**src/core/ccu_pkg.sv**
```systemverilog
// Constants shared by the capture/compare unit and its channel slices
package ccu_pkg;
    // ============================================================
    // Array geometry
    localparam int CCU_CHANNELS = 16;
    localparam int CCU_HALF = 8;
    localparam int CCU_TIMERS = 2;
    localparam int CCU_WIDTH = 16;

    // ============================================================
    // Channel mode encodings
    localparam logic [2:0] CCU_MODE_OFF = 3'h0;
    localparam logic [2:0] CCU_MODE_CAP_RISE = 3'h1;
    localparam logic [2:0] CCU_MODE_CAP_FALL = 3'h2;
    localparam logic [2:0] CCU_MODE_CAP_BOTH = 3'h3;
    localparam logic [2:0] CCU_MODE_CMP0 = 3'h4;
    localparam logic [2:0] CCU_MODE_CMP1 = 3'h5;
    localparam logic [2:0] CCU_MODE_CMP2 = 3'h6;
    localparam logic [2:0] CCU_MODE_CMP3 = 3'h7;
    localparam int CCU_MODE_CMP_BIT = 2;

    // ============================================================
    // Timer count clock selections
    localparam logic [2:0] CCU_SRC_DIV1 = 3'h0;
    localparam logic [2:0] CCU_SRC_DIV2 = 3'h1;
    localparam logic [2:0] CCU_SRC_DIV4 = 3'h2;
    localparam logic [2:0] CCU_SRC_DIV8 = 3'h3;
    localparam logic [2:0] CCU_SRC_NEIGHBOUR = 3'h4;
    localparam logic [2:0] CCU_SRC_EXTERNAL = 3'h5;

    // ============================================================
    // Timing and reset values
    localparam logic [2:0] CCU_STAGGER_LAST = 3'h7;
    localparam logic [15:0] CCU_TMR_MAX = 16'hFFFF;
    localparam logic [15:0] CCU_TMR_RESET = 16'h0000;
    localparam logic [15:0] CCU_REL_RESET = 16'h0000;
    localparam logic [15:0] CCU_VAL_RESET = 16'h0000;
endpackage

```
**src/core/ccu_top.sv**
```systemverilog
// Capture/compare unit: two reloadable time bases and sixteen channels
`timescale 1ns/10ps
module ccu_top (
    input wire logic i_clk_sys,
    input wire logic i_resetn,
    input wire logic i_staggered,
    input wire logic [ccu_pkg::CCU_TIMERS-1:0] i_tmr_run,
    input wire logic [ccu_pkg::CCU_TIMERS-1:0][2:0] i_tmr_src,
    input wire logic [ccu_pkg::CCU_TIMERS-1:0] i_tmr_wr,
    input wire logic [ccu_pkg::CCU_TIMERS-1:0] i_rel_wr,
    input wire logic i_neighbour_ovf,
    input wire logic i_ext_count,
    input wire logic [ccu_pkg::CCU_WIDTH-1:0] i_wdata,
    input wire logic [ccu_pkg::CCU_CHANNELS-1:0] i_cc_wr,
    input wire logic [ccu_pkg::CCU_CHANNELS-1:0][2:0] i_cc_mode,
    input wire logic [ccu_pkg::CCU_CHANNELS-1:0] i_cc_timer_sel,
    input wire logic [ccu_pkg::CCU_CHANNELS-1:0] i_cc_single,
    input wire logic [ccu_pkg::CCU_HALF-1:0] i_cc_double,
    input wire logic [ccu_pkg::CCU_CHANNELS-1:0] i_cc_pin,
    output logic [ccu_pkg::CCU_CHANNELS-1:0] o_cc_pin,
    output logic [ccu_pkg::CCU_CHANNELS-1:0] o_cc_pin_oe,
    output logic [ccu_pkg::CCU_CHANNELS-1:0] o_cc_irq,
    output logic [ccu_pkg::CCU_CHANNELS-1:0][ccu_pkg::CCU_WIDTH-1:0] o_cc_value,
    output logic [ccu_pkg::CCU_TIMERS-1:0][ccu_pkg::CCU_WIDTH-1:0] o_tmr_val,
    output logic [ccu_pkg::CCU_TIMERS-1:0] o_tmr_ovf
);
    import ccu_pkg::*;

    // ============================================================
    // Input synchronisers
    logic [CCU_CHANNELS-1:0] pin_s1_q, pin_s2_q, pin_s3_q;
    logic [2:0] ext_q, ext_d;
    logic [CCU_CHANNELS-1:0] pin_s1_d, pin_s2_d, pin_s3_d;

    // Third stage only holds the previous level for edge detection
    always_comb begin
        pin_s1_d = i_cc_pin;
        pin_s2_d = pin_s1_q;
        pin_s3_d = pin_s2_q;
        ext_d = {ext_q[1:0], i_ext_count};
    end

    always_ff @(posedge i_clk_sys or negedge i_resetn) begin
        if (!i_resetn) begin
            pin_s1_q <= '0;
            pin_s2_q <= '0;
            pin_s3_q <= '0;
            ext_q <= 3'h0;
        end else begin
            pin_s1_q <= pin_s1_d;
            pin_s2_q <= pin_s2_d;
            pin_s3_q <= pin_s3_d;
            ext_q <= ext_d;
        end
    end

    // ============================================================
    // Base tick and prescaler
    logic [2:0] stag_q, stag_d;
    logic [2:0] pre_q, pre_d;
    logic base_tick;

    // Staggered operation trades resolution for an eight-cycle time slot
    always_comb begin
        base_tick = i_staggered ? (stag_q == CCU_STAGGER_LAST) : 1'b1;
        stag_d = i_staggered ? stag_q + 3'h1 : 3'h0;
        pre_d = base_tick ? pre_q + 3'h1 : pre_q;
    end

    always_ff @(posedge i_clk_sys or negedge i_resetn) begin
        if (!i_resetn) begin
            stag_q <= 3'h0;
            pre_q <= 3'h0;
        end else begin
            stag_q <= stag_d;
            pre_q <= pre_d;
        end
    end

    // ============================================================
    // Time-base timers
    logic [CCU_TIMERS-1:0][CCU_WIDTH-1:0] tmr_q, tmr_d, rel_q, rel_d;
    logic [CCU_TIMERS-1:0] upd_q, upd_d, ovf_q, ovf_d, tick;
    logic ext_edge;

    // Events that coincide with a software write lose to the write
    always_comb begin
        ext_edge = ext_q[1] & ~ext_q[2];
        for (int t = 0; t < CCU_TIMERS; t++) begin
            unique case (i_tmr_src[t])
                CCU_SRC_DIV1: tick[t] = base_tick;
                CCU_SRC_DIV2: tick[t] = base_tick & pre_q[0];
                CCU_SRC_DIV4: tick[t] = base_tick & (&pre_q[1:0]);
                CCU_SRC_DIV8: tick[t] = base_tick & (&pre_q);
                CCU_SRC_NEIGHBOUR: tick[t] = i_neighbour_ovf;
                CCU_SRC_EXTERNAL: tick[t] = ext_edge;
                default: tick[t] = 1'b0;
            endcase
            tick[t] = tick[t] & i_tmr_run[t];
            tmr_d[t] = tmr_q[t];
            rel_d[t] = i_rel_wr[t] ? i_wdata : rel_q[t];
            upd_d[t] = 1'b0;
            ovf_d[t] = 1'b0;
            if (i_tmr_wr[t]) begin
                tmr_d[t] = i_wdata;
            end else if (tick[t]) begin
                upd_d[t] = 1'b1;
                if (tmr_q[t] == CCU_TMR_MAX) begin
                    tmr_d[t] = rel_q[t];
                    ovf_d[t] = 1'b1;
                end else begin
                    tmr_d[t] = tmr_q[t] + 16'h0001;
                end
            end
        end
    end

    always_ff @(posedge i_clk_sys or negedge i_resetn) begin
        if (!i_resetn) begin
            tmr_q <= {CCU_TIMERS{CCU_TMR_RESET}};
            rel_q <= {CCU_TIMERS{CCU_REL_RESET}};
            upd_q <= '0;
            ovf_q <= '0;
        end else begin
            tmr_q <= tmr_d;
            rel_q <= rel_d;
            upd_q <= upd_d;
            ovf_q <= ovf_d;
        end
    end

    assign o_tmr_val = tmr_q;
    assign o_tmr_ovf = ovf_q;

    // ============================================================
    // Channel array
    logic [CCU_CHANNELS-1:0] hit, pair_en, pair_hit, ch_pin, ch_irq;
    logic [CCU_CHANNELS-1:0][CCU_WIDTH-1:0] ch_val, sel_val;
    logic [CCU_CHANNELS-1:0] sel_upd, sel_ovf;

    // Channel k and k+8 pair on pin k in double-register operation
    always_comb begin
        for (int c = 0; c < CCU_CHANNELS; c++) begin
            sel_val[c] = tmr_q[i_cc_timer_sel[c]];
            sel_upd[c] = upd_q[i_cc_timer_sel[c]];
            sel_ovf[c] = ovf_q[i_cc_timer_sel[c]];
            // Modulo indexing keeps the untaken branch inside the vector range
            if (c < CCU_HALF) begin
                pair_en[c] = i_cc_double[c % CCU_HALF];
                pair_hit[c] = hit[(c + CCU_HALF) % CCU_CHANNELS];
            end else begin
                pair_en[c] = 1'b0;
                pair_hit[c] = 1'b0;
            end
        end
    end

    for (genvar g = 0; g < CCU_CHANNELS; g++) begin : g_chan
        ccu_chan u_chan (
            .i_clk_sys(i_clk_sys),
            .i_resetn(i_resetn),
            .i_mode(i_cc_mode[g]),
            .i_single(i_cc_single[g]),
            .i_wr(i_cc_wr[g]),
            .i_wdata(i_wdata),
            .i_tmr_val(sel_val[g]),
            .i_tmr_upd(sel_upd[g]),
            .i_tmr_ovf(sel_ovf[g]),
            .i_pin_now(pin_s2_q[g]),
            .i_pin_prev(pin_s3_q[g]),
            .i_pair_en(pair_en[g]),
            .i_pair_hit(pair_hit[g]),
            .o_hit(hit[g]),
            .o_value(ch_val[g]),
            .o_pin(ch_pin[g]),
            .o_irq(ch_irq[g])
        );
    end

    // ============================================================
    // Pin drive enables
    logic [CCU_CHANNELS-1:0] oe_q, oe_d;

    // A channel drives its pin in a pin-moving compare mode; in double-register operation channels 0 to 7 also drive and channels 8 to 15 do not
    always_comb begin
        for (int c = 0; c < CCU_CHANNELS; c++) begin
            oe_d[c] = (i_cc_mode[c] == CCU_MODE_CMP1) | (i_cc_mode[c] == CCU_MODE_CMP3);
            if (c < CCU_HALF) begin
                oe_d[c] = oe_d[c] | i_cc_double[c % CCU_HALF];
            end else begin
                oe_d[c] = oe_d[c] & ~i_cc_double[c % CCU_HALF];
            end
        end
    end

    always_ff @(posedge i_clk_sys or negedge i_resetn) begin
        if (!i_resetn) begin
            oe_q <= '0;
        end else begin
            oe_q <= oe_d;
        end
    end

    assign o_cc_pin = ch_pin;
    assign o_cc_pin_oe = oe_q;
    assign o_cc_irq = ch_irq;
    assign o_cc_value = ch_val;
endmodule

```
**src/core/ccu_chan.sv**
```systemverilog
// One dual-purpose capture/compare register slice with its pin logic
`timescale 1ns/10ps
module ccu_chan (
    input wire logic i_clk_sys,
    input wire logic i_resetn,
    input wire logic [2:0] i_mode,
    input wire logic i_single,
    input wire logic i_wr,
    input wire logic [ccu_pkg::CCU_WIDTH-1:0] i_wdata,
    input wire logic [ccu_pkg::CCU_WIDTH-1:0] i_tmr_val,
    input wire logic i_tmr_upd,
    input wire logic i_tmr_ovf,
    input wire logic i_pin_now,
    input wire logic i_pin_prev,
    input wire logic i_pair_en,
    input wire logic i_pair_hit,
    output logic o_hit,
    output logic [ccu_pkg::CCU_WIDTH-1:0] o_value,
    output logic o_pin,
    output logic o_irq
);
    import ccu_pkg::*;

    logic [CCU_WIDTH-1:0] val_q, val_d;
    logic pin_q, pin_d;
    logic irq_q, irq_d;
    logic fired_q, fired_d;
    logic done_q, done_d;
    logic edge_r, edge_f, cap_ev, is_cmp, once_mode, hit;

    // ============================================================
    // Event decode
    always_comb begin
        edge_r = i_pin_now & ~i_pin_prev;
        edge_f = ~i_pin_now & i_pin_prev;
        cap_ev = ((i_mode == CCU_MODE_CAP_RISE) & edge_r)
               | ((i_mode == CCU_MODE_CAP_FALL) & edge_f)
               | ((i_mode == CCU_MODE_CAP_BOTH) & (edge_r | edge_f));
        is_cmp = i_mode[CCU_MODE_CMP_BIT];
        once_mode = (i_mode == CCU_MODE_CMP2) | (i_mode == CCU_MODE_CMP3);
        // Match only on a fresh timer value, so a stalled timer fires once
        hit = is_cmp & i_tmr_upd & (i_tmr_val == val_q)
            & ~(i_single & fired_q)
            & ~(once_mode & done_q);
    end

    // ============================================================
    // Next-state logic
    always_comb begin
        val_d = val_q;
        if (cap_ev) begin
            val_d = i_tmr_val;
        end else if (i_wr) begin
            val_d = i_wdata;
        end
        // Set wins over clear in both event latches
        fired_d = hit | (fired_q & ~i_wr);
        done_d = hit | (done_q & ~i_tmr_ovf);
        irq_d = cap_ev | (hit & ((i_mode == CCU_MODE_CMP0) | (i_mode == CCU_MODE_CMP2)));
        pin_d = pin_q;
        if ((i_mode == CCU_MODE_CMP1) && hit) begin
            pin_d = ~pin_d;
        end
        if (i_pair_en && i_pair_hit) begin
            pin_d = ~pin_d;
        end
        if (i_mode == CCU_MODE_CMP3) begin
            if (hit) begin
                pin_d = 1'b1;
            end else if (i_tmr_ovf) begin
                pin_d = 1'b0;
            end
        end
    end

    // ============================================================
    // State registers
    always_ff @(posedge i_clk_sys or negedge i_resetn) begin
        if (!i_resetn) begin
            val_q <= CCU_VAL_RESET;
            pin_q <= 1'b0;
            irq_q <= 1'b0;
            fired_q <= 1'b0;
            done_q <= 1'b0;
        end else begin
            val_q <= val_d;
            pin_q <= pin_d;
            irq_q <= irq_d;
            fired_q <= fired_d;
            done_q <= done_d;
        end
    end

    assign o_hit = hit;
    assign o_value = val_q;
    assign o_pin = pin_q;
    assign o_irq = irq_q;
endmodule

```
**config.mk**
```make
export PLATFORM = sky130hd
export DESIGN_NAME = ccu_top
export DESIGN_NICKNAME = d
export VERILOG_FILES = /design/src/core/ccu_pkg.sv /design/src/core/ccu_top.sv /design/src/core/ccu_chan.sv
export SDC_FILE = /design/constraint.sdc
export NUM_CORES = 1
export LEC_CHECK = 0
export BUFFER_PORTS_ARGS = -buffer_cell sky130_fd_sc_hd__buf_2
export CORE_MARGIN = 2
export CORE_UTILIZATION = 55
export CTS_CLUSTER_SIZE = 16
export DETAILED_ROUTE_END_ITERATION = 10
export GPL_ROUTABILITY_DRIVEN = 1
export GPL_TIMING_DRIVEN = 0
export PLACE_DENSITY = 0.79
export SETUP_SLACK_MARGIN = 0.2
export SLEW_MARGIN = 40
export SYNTH_ARGS = -nofsm -noshare
export SYNTH_HDL_FRONTEND = slang
export SYNTH_SLANG_ARGS = --single-unit
```
**constraint.sdc**
```tcl
create_clock -name i_clk_sys -period 7.9 [get_ports i_clk_sys]
set_input_delay 0.395 -clock i_clk_sys [delete_from_list [all_inputs] [get_ports i_clk_sys]]
set_output_delay 0.395 -clock i_clk_sys [all_outputs]
set_load 0.03 [all_outputs]
```
==> reports/metrics.csv <==
stage,metric,value,unit
clock_tree,H-tree depth,2,
global_routing,initial antenna violation count,10,
pwr,pwr dens,239.7,nW/µm²
floorplan,die span in x,229.0,µm
global_routing,total grt overflow,0,
yosys,Post-synth top flop,dfrtp_1,
global_routing,first-pass GRT wire length,180.9,mm
yosys,cell taking the most area after synthesis,dfrtp_1,
yosys,Simple-Gate Fraction of Synth Area,14.24,%
clock_tree,CTS Buffer Depth,3,
yosys,Synth Area in XOR/XNOR,8.275,%
floorplan,Rows,82,
setup_path,R2R setup slack,3.74,ns
setup_path,CP Launch Type,register,
yosys,Synth top area share,41.44,%
clock_tree,clk root buf,clkbuf_16,
pwr,Worst IR Drop VDD,0.0001563,V
yosys,Netlist cell types,72,
yosys,"Async S/R FF share, synth",100.0,%
yosys,Mapped Nets,3073,
clock_tree,Clock Pin Slew Worst Setup and Hold Paths,0.06,ns
global_routing,gr usage total,47.19,%
finish,Area Overhead vs Synth,19.51,%
setup_path,worst setup path end,g_chan[0].u_chan.o_pin$_DFF_PN0_,
drt,vias per cell,6.724,
sta,Final Cycle Share,52.70,%
setup_path,worst reg-to-reg path cell count,9,
sta,Fin Clk Skew,0.01565,ns
floorplan,Die H,229.0,µm
sta,Fmax,240.2,MHz
sta,worst hold margin,-0.01317,ns
yosys,Synth Area in Compound Gates,17.06,%
clock_tree,post_cts resized,0,
setup_path,Worst setup EP type,register,
place,Setup Slack @ Placement,3.851,ns
yosys,synth top area cells,"dfrtp_1 (41%), mux2i_1 (10%), a211oi_1 (7.3%), xnor2_1 (6.7%), nor2b_1 (5.9%)",
run_status,failing checks,negative hold slack,
drt,initial drt markers,4230,
clock_tree,CTS Hold Bufs,24,
yosys,Synth Instances,2882,
finish,Multi-input gate area,14810,µm²
yosys,synth warn,0,
clock_tree,CTS buffer count,53,
sta,Final setup viols,0,
yosys,mux contribution to synthesized area,11.90,%
sta,TNS Setup,0,ns
setup_path,crit-path max FO,10,
setup_path,CP Data Arrival Time,4.71,ns
place,Detailed Place HPWL,87.62,mm
setup_path,RR Endpoint,g_chan[0].u_chan.o_pin$_DFF_PN0_,
clock_tree,post-CTS setup buffer count,0,
sta,Worst-Margin Slew,0.9666,ns
clock_tree,CTS tree,done,
finish,share of cells above drive strength 1,22.20,%
drt,vias,27850,
global_routing,vias in the first global route,26780,
floorplan,die area,52430,µm²
sta,post-route minimum period,4.164,ns
finish,filler instances,4166,
floorplan,Initial Utilization,55.60,%
setup_path,CP required,8.44,ns
clock_tree,Clock Sinks,461,
yosys,largest family of logic cells by synthesized area,compound AO/OA/AOI/OAI gates,
sta,final max-slew violation count,0,
floorplan,core box area,50070,µm²
yosys,register area share after synthesis,41.44,%
drt,Routed WL,127.1,mm
run_status,status,"finished, violations left",
global_routing,largest net degree at the start of global routing,74,
yosys,"Cell Area, Synth",27840,µm²
drt,Routed Antenna Nets,0,
yosys,Post-Syn Area per Cell,9.658,µm²
sta,final hold vios,4,
drt,per-cell routed wire length,30.68,µm
setup_path,critical register-to-register path startpoint,o_tmr_val[5]$_DFFE_PN0P_,
setup_path,worst setup path startpoint,o_tmr_val[5]$_DFFE_PN0P_,
setup_path,class of the most critical setup path,reg -> reg,
place,GPL Wtd Cong,1.018,
worst_hold_path,Hold WC Path Type,in -> reg,
sta,worst rel slew slack,35.56,%
sta,RSZ-0062 raised after global routing,no,
finish,register area,11540,µm²
drt,DR DRC count,0,
pwr,Lkg Pwr,14.79,nW
yosys,number of flops mapped to enable cells by yosys,0,
finish,Nets,3613,
sta,fin worst setup slack,3.736,ns
run,MaxCap Viol Count,0,
drt,iteration count of the initial detailed-routing pass,6,
place,Port Buffers,455,
clock_tree,clk_lat worst skew,0.63,ns
yosys,#FFs+latches synth,461,
floorplan,# IOs,491,
yosys,post-synthesis adder-cell area fraction,1.708,%
## cell usage after synthesis, types with 15 or more instances
cell type and n:
a211oi_1 269, a21oi_1 311, buf_2 24, buf_4 34
clkbuf_1 205, dfrtp_1 461, ha_1 38, inv_1 67
mux2_2 45, mux2i_1 278, nand2_1 120, nand3_1 43
nand3b_1 15, nand4_1 19, nor2_1 67, nor2b_1 263
nor3_1 24, nor4_1 58, o211ai_1 16, o21ai_0 57
o21bai_1 15, xnor2_1 214, xor2_1 49
## metrics by stage
stage	util [%]	hold WS, ns	power, mW	instance area, µm²	instances
final	66.44	-0.01317	7.973	33270	4142
after global routing	66.40	0.003762	8.160	33240	4133
after CTS	66.38	0.002091	7.854	33230	4132
after detailed placement	62.40	0.3356	5.319	31240	4015
after global placement	61.82	0.3312	5.252	30950	4009
after floorplan	-	0.09941	4.374	27840	2882
## metal layers
layer | track usage, % | up-vias | part of all wire [%]
met5 | 0 | - | 0.029
met4 | 32.83 | 6 | 8.8
met3 | 15.94 | 602 | 14
met2 | 66.14 | 2327 | 41
met1 | 61.28 | 13550 | 36
li1 | - | 11370 | -
## placed cells by master, fill, tap and decap left out, drive strengths merged, types with 16 or more instances in the layout
| cell | count |
|---|---|
| ha | 38 |
| o21ai | 58 |
| buf | 536 |
| nand2 | 120 |
| nor4 | 59 |
| dlygate4sd3 | 24 |
| mux2 | 45 |
| inv | 69 |
| a21oi | 311 |
| xnor2 | 214 |
| a211oi | 269 |
| nand4 | 20 |
| nor2 | 67 |
| nor3 | 24 |
| dfrtp | 461 |
| mux2i | 279 |
| clkbuf | 278 |
| o211ai | 16 |
| xor2 | 49 |
| nand3 | 43 |
| nor2b | 263 |
## layout make-up
class	count	share of cell area [%]
Antenna cell	10	0.07522
Inverter	68	0.7673
Multi-Input combinational cell	2073	44.52
Sequential cell	461	34.68
Tap cell	672	2.528
Timing Repair Buffer	485	8.094
Buffer	280	4.066
Clock buffer	73	4.574
Clock inverter	20	0.6958
## flip-flops by register name, summed over array words and instances (netlist names)
name / count
g_chan.u_chan.o_value: 256
pin_s2_q: 16
ext_q: 3
stag_q: 3
rel_q: 32
pin_s3_q: 16
upd_q: 2
o_cc_pin_oe: 16
pre_q: 3
pin_s1_q: 16
o_tmr_ovf: 2
g_chan.u_chan.o_irq: 16
g_chan.u_chan.done_q: 16
g_chan.u_chan.o_pin: 16
o_tmr_val: 32
g_chan.u_chan.fired_q: 16
## critical path: stages, from the launching register on
cell,delay [ns]
dfrtp_1,0.45
clkbuf_2,0.47
clkbuf_2,0.69
mux2i_1,0.34
xnor2_1,0.22
nor4_1,0.38
nand3_1,0.52
or4_1,0.59
and2_1,0.18
a211oi_1,0.20
## report_power, final
part	internal (mW)	switching, mW	total, mW
registers	2.62	0.305	2.92
logic	0.806	1.67	2.48
clock network	1.50	1.07	2.57
## worst min path at each step
stage	start	endpoint	slack (ns)	depth (start not counted)
floorplan	i_resetn	ext_q[0]$_DFF_PN0_	0.1	0
global placement	pin_s1_q[15]$_DFF_PN0_	pin_s2_q[15]$_DFF_PN0_	0.33	0
detailed placement	pin_s1_q[1]$_DFF_PN0_	pin_s2_q[1]$_DFF_PN0_	0.34	0
CTS	i_cc_double[5]	o_cc_pin_oe[13]$_DFF_PN0_	0.002	2
global route	i_cc_double[5]	o_cc_pin_oe[13]$_DFF_PN0_	0.004	2
finish	i_cc_double[7]	o_cc_pin_oe[7]$_DFF_PN0_	-0.01	3
## cells by family (layout without fill, tap and decap cells)
family / Yosys count / count (layout)
other cells: 0 / 10
fa+ha+maj: 38 / 38
buf+inv: 348 / 926
compound gates: 749 / 749
xor+xnor: 263 / 263
mux: 324 / 324
flops: 461 / 461
simple gates: 699 / 699
Power figures use the tool's default switching activity.
